**config.mk**
```make
export PLATFORM = sky130hd
export DESIGN_NAME = sibdec_decoder
export DESIGN_NICKNAME = d
export VERILOG_FILES = /design/src/hw/sibdec_flag_unit.v /design/src/hw/sibdec_decoder.v
export VERILOG_INCLUDE_DIRS = /design/src /design/src/hw
export SDC_FILE = /design/constraint.sdc
export NUM_CORES = 1
export LEC_CHECK = 0
export ABC_AREA = 1
export BUFFER_PORTS_ARGS = -buffer_cell sky130_fd_sc_hd__buf_2
export CAP_MARGIN = 20
export CORE_MARGIN = 2
export CORE_UTILIZATION = 25
export CTS_CLUSTER_SIZE = 14
export DETAILED_ROUTE_END_ITERATION = 16
export MAX_ROUTING_LAYER = met4
export PLACE_DENSITY_LB_ADDON = 0.15
export SKIP_LAST_GASP = 1
export SYNTH_ARGS = -nofsm -noshare
export SYNTH_HDL_FRONTEND = slang
export SYNTH_SLANG_ARGS = --single-unit
```
**constraint.sdc**
```tcl
create_clock -name core_clk -period 1.7 [get_ports core_clk]
set_input_delay 0.34 -clock core_clk [delete_from_list [all_inputs] [get_ports core_clk]]
set_output_delay 0.34 -clock core_clk [all_outputs]
set_load 0.02 [all_outputs]
```
**src/hw/sibdec_defs.vh**
```
`ifndef SIBDEC_DEFS_VH
`define SIBDEC_DEFS_VH
// Operand-specifier field codes
`define SIBDEC_MODE_NODISP 2'h0
`define SIBDEC_MODE_DISP8 2'h1
`define SIBDEC_MODE_DISP32 2'h2
`define SIBDEC_MODE_REG 2'h3
`define SIBDEC_RM_SIB 3'h4
`define SIBDEC_BASE_SP 3'h4
`define SIBDEC_BASE_BP 3'h5
`define SIBDEC_INDEX_NONE 3'h4
`define SIBDEC_SCALE_X1 2'h0
// Segment numbers: 0 extra, 1 code, 2 stack, 3 data, 4 extra_f, 5 extra_g
`define SIBDEC_SEG_STACK 3'h2
`define SIBDEC_SEG_DATA 3'h3
`define SIBDEC_SEG_LAST 3'h5
// Special-register classes
`define SIBDEC_CLASS_CTRL 2'h0
`define SIBDEC_CLASS_DEBUG 2'h1
`define SIBDEC_CLASS_TEST 2'h2
// Valid-code masks, bit n set when code n is valid
`define SIBDEC_CTRL_VALID 8'h0D
`define SIBDEC_DEBUG_VALID 8'hCF
`define SIBDEC_TEST_VALID 8'hF8
// Flag action codes
`define SIBDEC_FACT_KEEP 2'h0
`define SIBDEC_FACT_MOD 2'h1
`define SIBDEC_FACT_CLR 2'h2
`define SIBDEC_FACT_SET 2'h3
// Flag vector positions
`define SIBDEC_FLAG_CARRY 0
`define SIBDEC_FLAG_PARITY 1
`define SIBDEC_FLAG_AUX 2
`define SIBDEC_FLAG_ZERO 3
`define SIBDEC_FLAG_SIGN 4
`define SIBDEC_FLAG_TRAP 5
`define SIBDEC_FLAG_INTEN 6
`define SIBDEC_FLAG_DIR 7
`define SIBDEC_FLAG_OVF 8
`define SIBDEC_FLAG_COUNT 9
// Clock adders
`define SIBDEC_TWO_REG_CLKS 4'h1
`define SIBDEC_MISALIGN_ONE_CLKS 4'h2
`define SIBDEC_MISALIGN_BOTH_CLKS 4'h4
`endif

```
**src/hw/sibdec_flag_unit.v**
```verilog
`timescale 1ns/1ps
`include "sibdec_defs.vh"
module sibdec_flag_unit (
   input wire core_clk,
   input wire reset_n,
   input wire update,
   input wire [17:0] action,
   input wire [8:0] result_flags,
   output wire [8:0] flags
);
   reg [8:0] flags_ff;
   genvar i;
   generate
      for (i = 0; i < `SIBDEC_FLAG_COUNT; i = i + 1) begin : g_flag
         // Exactly one of four actions per flag
         always @(posedge core_clk or negedge reset_n) begin
            if (!reset_n) begin
               flags_ff[i] <= 1'b0;
            end else if (update) begin
               case (action[2*i+1:2*i])
                  `SIBDEC_FACT_MOD: flags_ff[i] <= result_flags[i];
                  `SIBDEC_FACT_CLR: flags_ff[i] <= 1'b0;
                  `SIBDEC_FACT_SET: flags_ff[i] <= 1'b1;
                  default: flags_ff[i] <= flags_ff[i];
               endcase
            end
         end
      end
   endgenerate
   assign flags = flags_ff;
endmodule // sibdec_flag_unit

```
**src/hw/sibdec_decoder.v**
```verilog
// How it works
// - With SIB, mode 00 base 101 gives 32-bit displacement, no base; base 100 stack.
// - Mode 01 adds sign-extended 8-bit, mode 10 32-bit displacement; 100/101 use stack segment.
// - Scale 00..11 multiplies index by 1, 2, 4, 8.
// - Index field picks general register; 100 means no index term.
// - No index needs scale 00; otherwise address undefined, producers avoid it.
// - Two-bit segment field: 00 extra, 01 code, 10 stack, 11 data.
// - Three-bit field adds 100/101 extra segments; 110/111 undefined.
// - Opcode gives special-register class; three-bit code gives number.
// - Valid: control 000,010,011; debug 000-011,110,111; test 011-111.
// - Nine status and control flags are tracked.
// - Each flag is modified, kept, cleared or set per instruction.
// - Baseline counts assume decoded instruction with no exception.
// - Bus wait or hold cycles extend execution one for one.
// - One register plus scale and displacement free; two registers add one clock unless the base field is 101.
// - Miss counts assume aligned 32-bit operands.
// - Misaligned operand adds 2 for read or write, 4 for both.
// - 32-bit mode/rm with rm 100 and mode not 11 brings a SIB byte.
`timescale 1ns/1ps
`include "sibdec_defs.vh"
module sibdec_decoder (
   input wire core_clk,
   input wire reset_n,
   input wire dec_valid,
   input wire addr32,
   input wire [7:0] modrm_byte,
   input wire [7:0] sib_byte,
   input wire [31:0] displacement,
   input wire [255:0] gpr_values,
   input wire [1:0] segment_select_two_bit,
   input wire [2:0] segment_select_three_bit,
   input wire use_three_bit_seg,
   input wire special_access,
   input wire [1:0] special_class,
   input wire [2:0] special_code,
   input wire [3:0] base_clocks,
   input wire read_op,
   input wire write_op,
   input wire misaligned,
   input wire exec_start,
   input wire bus_wait,
   input wire bus_hold,
   input wire flag_update,
   input wire [17:0] flag_action,
   input wire [8:0] result_flags,
   output reg sib_needed_ff,
   output reg [31:0] eff_addr_ff,
   output reg [2:0] addr_segment_ff,
   output reg has_base_ff,
   output reg has_index_ff,
   output reg addr_undefined_ff,
   output reg [2:0] segment_ff,
   output reg [1:0] spec_class_ff,
   output reg [2:0] spec_num_ff,
   output reg invalid_opcode_ff,
   output reg out_valid_ff,
   output reg [3:0] exec_clocks_ff,
   output reg exec_busy_ff,
   output reg exec_done_ff,
   output reg [8:0] flags_ff
);
   function [31:0] gpr;
      input [255:0] file;
      input [2:0] idx;
      begin
         gpr = file[idx*32 +: 32];
      end
   endfunction

   function spec_valid;
      input [1:0] cls;
      input [2:0] code;
      reg [7:0] mask;
      begin
         case (cls)
            `SIBDEC_CLASS_CTRL: mask = `SIBDEC_CTRL_VALID;
            `SIBDEC_CLASS_DEBUG: mask = `SIBDEC_DEBUG_VALID;
            `SIBDEC_CLASS_TEST: mask = `SIBDEC_TEST_VALID;
            default: mask = 8'h00;
         endcase
         spec_valid = mask[code];
      end
   endfunction

   wire [1:0] mode = modrm_byte[7:6];
   wire [2:0] rm = modrm_byte[2:0];
   wire [1:0] scale = sib_byte[7:6];
   wire [2:0] index = sib_byte[5:3];
   wire [2:0] base = sib_byte[2:0];
   wire sib_now = addr32 && rm == `SIBDEC_RM_SIB && mode != `SIBDEC_MODE_REG;
   wire [8:0] flag_state;

   reg [31:0] nxt_addr;
   reg [2:0] nxt_aseg;
   reg nxt_has_base;
   reg nxt_has_index;
   reg [31:0] disp_term;
   reg [31:0] base_term;
   reg [31:0] index_term;
   reg [2:0] nxt_seg;
   reg seg_bad;
   reg spec_bad;

   // SIB effective address
   always @* begin
      disp_term = 32'h00000000;
      base_term = gpr(gpr_values, base);
      nxt_has_base = 1'b1;
      nxt_aseg = `SIBDEC_SEG_DATA;
      case (mode)
         `SIBDEC_MODE_NODISP: begin
            if (base == `SIBDEC_BASE_BP) begin
               base_term = 32'h00000000;
               nxt_has_base = 1'b0;
               disp_term = displacement;
            end
            if (base == `SIBDEC_BASE_SP) begin
               nxt_aseg = `SIBDEC_SEG_STACK;
            end
         end
         `SIBDEC_MODE_DISP8: begin
            disp_term = {{24{displacement[7]}}, displacement[7:0]};
            if (base == `SIBDEC_BASE_SP || base == `SIBDEC_BASE_BP) begin
               nxt_aseg = `SIBDEC_SEG_STACK;
            end
         end
         `SIBDEC_MODE_DISP32: begin
            disp_term = displacement;
            if (base == `SIBDEC_BASE_SP || base == `SIBDEC_BASE_BP) begin
               nxt_aseg = `SIBDEC_SEG_STACK;
            end
         end
         default: begin
            base_term = 32'h00000000;
            nxt_has_base = 1'b0;
         end
      endcase
      nxt_has_index = index != `SIBDEC_INDEX_NONE;
      if (nxt_has_index) begin
         index_term = gpr(gpr_values, index) << scale;
      end else begin
         index_term = 32'h00000000;
      end
      nxt_addr = base_term + index_term + disp_term;
   end

   // Segment and special-register selectors
   always @* begin
      seg_bad = 1'b0;
      if (use_three_bit_seg) begin
         nxt_seg = segment_select_three_bit;
         seg_bad = segment_select_three_bit > `SIBDEC_SEG_LAST;
      end else begin
         nxt_seg = {1'b0, segment_select_two_bit};
      end
      spec_bad = special_access && !spec_valid(special_class, special_code);
   end

   always @(posedge core_clk or negedge reset_n) begin
      if (!reset_n) begin
         sib_needed_ff <= 1'b0;
         eff_addr_ff <= 32'h00000000;
         addr_segment_ff <= `SIBDEC_SEG_DATA;
         has_base_ff <= 1'b0;
         has_index_ff <= 1'b0;
         addr_undefined_ff <= 1'b0;
         segment_ff <= 3'h0;
         spec_class_ff <= 2'h0;
         spec_num_ff <= 3'h0;
         invalid_opcode_ff <= 1'b0;
         out_valid_ff <= 1'b0;
      end else begin
         out_valid_ff <= dec_valid;
         if (dec_valid) begin
            sib_needed_ff <= sib_now;
            eff_addr_ff <= nxt_addr;
            addr_segment_ff <= nxt_aseg;
            has_base_ff <= nxt_has_base;
            has_index_ff <= nxt_has_index;
            addr_undefined_ff <= !nxt_has_index && scale != `SIBDEC_SCALE_X1;
            segment_ff <= seg_bad ? 3'h0 : nxt_seg;
            spec_class_ff <= special_class;
            spec_num_ff <= spec_bad ? 3'h0 : special_code;
            invalid_opcode_ff <= seg_bad || spec_bad;
         end
      end
   end

   // Execution clock budget
   reg [3:0] nxt_clocks;
   reg [3:0] run_cnt_ff;
   always @* begin
      nxt_clocks = base_clocks;
      if (sib_now && base != `SIBDEC_BASE_BP && index != `SIBDEC_INDEX_NONE) begin
         nxt_clocks = nxt_clocks + `SIBDEC_TWO_REG_CLKS;
      end
      if (misaligned) begin
         if (read_op && write_op) begin
            nxt_clocks = nxt_clocks + `SIBDEC_MISALIGN_BOTH_CLKS;
         end else if (read_op || write_op) begin
            nxt_clocks = nxt_clocks + `SIBDEC_MISALIGN_ONE_CLKS;
         end
      end
   end

   always @(posedge core_clk or negedge reset_n) begin
      if (!reset_n) begin
         exec_clocks_ff <= 4'h0;
         run_cnt_ff <= 4'h0;
         exec_busy_ff <= 1'b0;
         exec_done_ff <= 1'b0;
      end else begin
         exec_done_ff <= 1'b0;
         if (exec_start && !exec_busy_ff) begin
            exec_clocks_ff <= nxt_clocks;
            run_cnt_ff <= nxt_clocks;
            exec_busy_ff <= nxt_clocks != 4'h0;
            exec_done_ff <= nxt_clocks == 4'h0;
         end else if (exec_busy_ff && !bus_wait && !bus_hold) begin
            run_cnt_ff <= run_cnt_ff - 4'h1;
            if (run_cnt_ff == 4'h1) begin
               exec_busy_ff <= 1'b0;
               exec_done_ff <= 1'b1;
            end
         end
      end
   end

   sibdec_flag_unit u_flags (
      .core_clk(core_clk),
      .reset_n(reset_n),
      .update(flag_update),
      .action(flag_action),
      .result_flags(result_flags),
      .flags(flag_state)
   );

   always @(posedge core_clk or negedge reset_n) begin
      if (!reset_n) begin
         flags_ff <= 9'h000;
      end else begin
         flags_ff <= flag_state;
      end
   end
endmodule // sibdec_decoder

```
==> impl_metrics.csv <==
group,metric,value,unit
worst_setup_path,end_kind,"flip-flop",
cells_and_area,finish.instance_area,19600,sq um
synth,synth-seq-area-share,16.7,%
synth,yosys_register_bits,75,
place,port-buffer-count,416,
synth,synth_cell_type_count,54,
cells_and_area,stdcell_count,3185,
floorplanning,die_height,216,um
timing,rsz_0062_raised_after_global_routing,"true",
floorplanning,chipWidth,216,um
clocking,cts_root_buf,"sky130_fd_sc_hd__clkbuf_16",
worst_setup_path,cpMaxStageDelayCell,"sky130_fd_sc_hd__fa_1",
timing,min_period_over_period,197,%
timing,worst_slew_pin_slew,606,ps
floorplanning,fp-row-count,77,
worst_setup_path,path_delay_family,"buffers and inverters",
outcome,outcome,"finished, violations left",
clocking,tritoncts,"yes",
worst_setup_path,crit_required,1910,ps
place,dp_cell_count,3107,
synth,postSynthNetCount,2306,
clocking,clk_latency,320,ps
worst_setup_path,worst_ep_arrival_time,3570,ps
drt,num_vias,16100,
timing,finalMaxSlewViolations,0,
cells_and_area,final_nets,3017,
power,max-vdd-ir-drop,0.000546,V
timing,maxSlewHeadroom,59.4,%
power,powerDensity,813,nW/um^2
worst_setup_path,critical_path.n_buffers_inverters,8,
clocking,clock_sink_count,75,
drt,route.detailed.drc,0,
cells_and_area,most-common-layout-cells,"410 x sky130_fd_sc_hd__buf_2, 327 x sky130_fd_sc_hd__nand2_1, 322 x sky130_fd_sc_hd__buf_4",
worst_setup_path,crit_type,"input pin to flip-flop",
worst_setup_path,worstPathCellList,"buf_16, buf_12, a21oi_2, o21ai_2, o21ai_1, mux2i_1, buf_4, nand2_1, o21ai_2, buf_4, o22ai_2, inv_2, fa_1, inv_2, ha_4, buf_6, nand2_4, o21ai_2, buf_4, a21oi_1, o211ai_1, nand2_1, nand3_1, nand2_1",
floorplanning,fp.coreArea,44200,sq um
worst_setup_path,setup.worst_path.start_class,"input pin",
timing,clock-skew-final,1.96,ps
hold_path,worstHoldPathType,"input pin to flip-flop",
global_route,grt_antenna_before_repair,3,
timing,fin_worst_hold_slack,279,ps
synth,synth_async_sr_flop_share,100,%
floorplanning,die_area,46600,sq um
clocking,cts_inserted_buffers,9,
clocking,clk_pin_slew,60,ps
place,post-dp-hpwl,49000,um
cells_and_area,final.fill_count,4628,
global_route,groute.usage.overall,26.8,%
cells_and_area,post_route_cells_drive_above_1_share,44.7,%
worst_setup_path,max_stage_delay,570,ps
drt,routed_via_density,5.07,
global_route,globalRoute.totalOverflow,0,
global_route,first_global_vias,16200,
drt,detail_route.wirelength,62200,um
clocking,htree_num_levels,3,
worst_setup_path,worst_r2r_path_depth,7,
worst_setup_path,cp_num_cells,24,
timing,totalNegativeSetupSlack,-47290,ps
synth,synthCells,1874,
cells_and_area,most_common_library_cell_in_the_layout_ignoring_fill_and_taps,"sky130_fd_sc_hd__buf_2",
synth,synth-edff-count,0,
outcome,violations,"negative setup slack",
place,placement.cell_area,16900,sq um
synth,syn-cell-area,11200,sq um
drt,wire_per_inst,19.5,um
place,gp_congestion,0.959,
timing,worst_slack,-1650,ps
worst_setup_path,timing.critical_path.fanout_max,9,
synth,synthesis.yosys.warnings,0,
global_route,grt_start_max_net_pins,48,
synth,synth_top_flop_cell,"sky130_fd_sc_hd__dfrtp_1",
timing,final-setup-viol-count,40,
global_route,grt_pass1_wl,94100,um
clocking,clock_tree.buffer_depth,2,
cells_and_area,flow.area_growth_from_synthesis,74.9,%
hold_path,whs_path_depth,3,
floorplanning,floorplan.io_pins,422,
synth,synthesis.area_per_instance,5.99,sq um
timing,time_the_final_worst_path_needs_with_i_o_delays_and_setup,3350,ps
floorplanning,initial_utilization,25.4,%
timing,max_freq,0.298,GHz
drt,detail_route.iter0.violations,1324,
timing,timing_hold_violations_final,0,
power,leakagePower,0.00988,uW
drt,first_pass_iters,5,
flow_run,max_cap_viol_count,0,
drt,drt.antenna.violating_nets,0,
cell families after synthesis:
group / Yosys count / synth area share [%]
other cells: 2 / 0.0669
xor+xnor: 20 / 1.56
simple gates: 671 / 24.7
compound gates: 648 / 32.4
flops: 75 / 16.7
buf+inv: 379 / 13.7
mux: 5 / 0.446
fa+ha+maj: 74 / 10.4
sequential cells by signal, summed over array words and instances, names as in the netlist, 2 cells and up:
name / cells
segment_ff: 3
exec_clocks_ff: 4
run_cnt_ff: 4
spec_num_ff: 3
spec_class_ff: 2
u_flags.flags: 9
eff_addr_ff: 32
flags_ff: 9
stage by stage:
stage | setup slack, ps | utilization [%] | power, uW
6_report | -1650 | 44.4 | 15900
4_1_cts | -1620 | 43.0 | 15500
5_1_grt | -1830 | 44.4 | 17100
3_5_place_dp | -2270 | 38.3 | 11900
2_1_floorplan | -1570 | - | 7640
3_3_place_gp | -2300 | 38.3 | 11900
cell usage after synthesis (all sizes together) (4+ instances only):
master | number | area share (%)
a211oi | 4 | 0.27
a21boi | 13 | 0.87
a21o | 5 | 0.33
a21oi | 162 | 7.2
buf | 53 | 2.7
clkbuf | 66 | 2.2
dfrtp | 74 | 17
fa | 32 | 5.7
ha | 42 | 4.7
inv | 257 | 8.7
mux2i | 5 | 0.45
nand2 | 372 | 13
nand3 | 101 | 4.6
nand3b | 4 | 0.27
nand4 | 8 | 0.50
nor2 | 176 | 6.2
nor3 | 7 | 0.31
o211ai | 29 | 1.9
o21ai | 346 | 16
o21bai | 5 | 0.37
o221ai | 33 | 2.6
o22ai | 28 | 1.6
o311ai | 6 | 0.47
xnor2 | 9 | 0.70
xor2 | 11 | 0.86
power by group:
part	switching, uW	leakage, uW	internal [uW]
Clock	753	0.000154	1300
Combinational	6200	0.00881	5080
Sequential	292	0.000914	2320
Total	7250	0.00988	8700
worst reg2reg max path: stages (launching register included):
cell and delay (ps):
sky130_fd_sc_hd__dfrtp_1 370, sky130_fd_sc_hd__inv_1 60, sky130_fd_sc_hd__nor3_1 240, sky130_fd_sc_hd__inv_1 140, sky130_fd_sc_hd__nand2_1 130, sky130_fd_sc_hd__inv_1 100
sky130_fd_sc_hd__nor2_1 130, sky130_fd_sc_hd__a21oi_2 70
final timing paths:
path                                  start               to  slack (ps)
max                             sib_byte[3]  eff_addr_ff[26]       -1650
min reg2reg                u_flags.flags[8]      flags_ff[8]         370
max reg2reg                    exec_busy_ff    run_cnt_ff[2]         330
min in group asynchronous           reset_n      flags_ff[0]         490
min                         special_code[2]   spec_num_ff[2]         280
max in group asynchronous           reset_n  eff_addr_ff[22]         660
area by class of cell:
| cell class | count | area, sq um | share of cell area (%) |
|---|---|---|---|
| repair buffers | 819 | 6050 | 30.8 |
| clock inverters | 5 | 86.3 | 0.440 |
| well taps | 592 | 741 | 3.78 |
| inverters | 260 | 1010 | 5.16 |
| multi-input cells | 1420 | 9610 | 49.0 |
| clock buffers | 11 | 233 | 1.19 |
| diodes | 3 | 7.51 | 0.0383 |
| flip-flops and latches | 75 | 1880 | 9.57 |
per-layer routing:
metal  share of wire, %  routed length, um  track usage [%]
met5                  0                  0                -
met4                3.9               2440             9.66
met3                5.4               3370             2.55
met2                 48              30100             45.3
met1                 42              26300             33.3
timing repair:
| item | 4_1_cts | 5_1_grt |
|---|---|---|
| pin swaps | 124 | 99 |
| setup buffers | 34 | 15 |
| gates cloned | 13 | 2 |
| endpoints found under the hold margin | 28 | 0 |
| hold buffers | 1 | 0 |
| gates resized for setup | 289 | 135 |
| setup endpoints to repair | 41 | 40 |
Note: power is estimated with default switching activity, not from simulation.
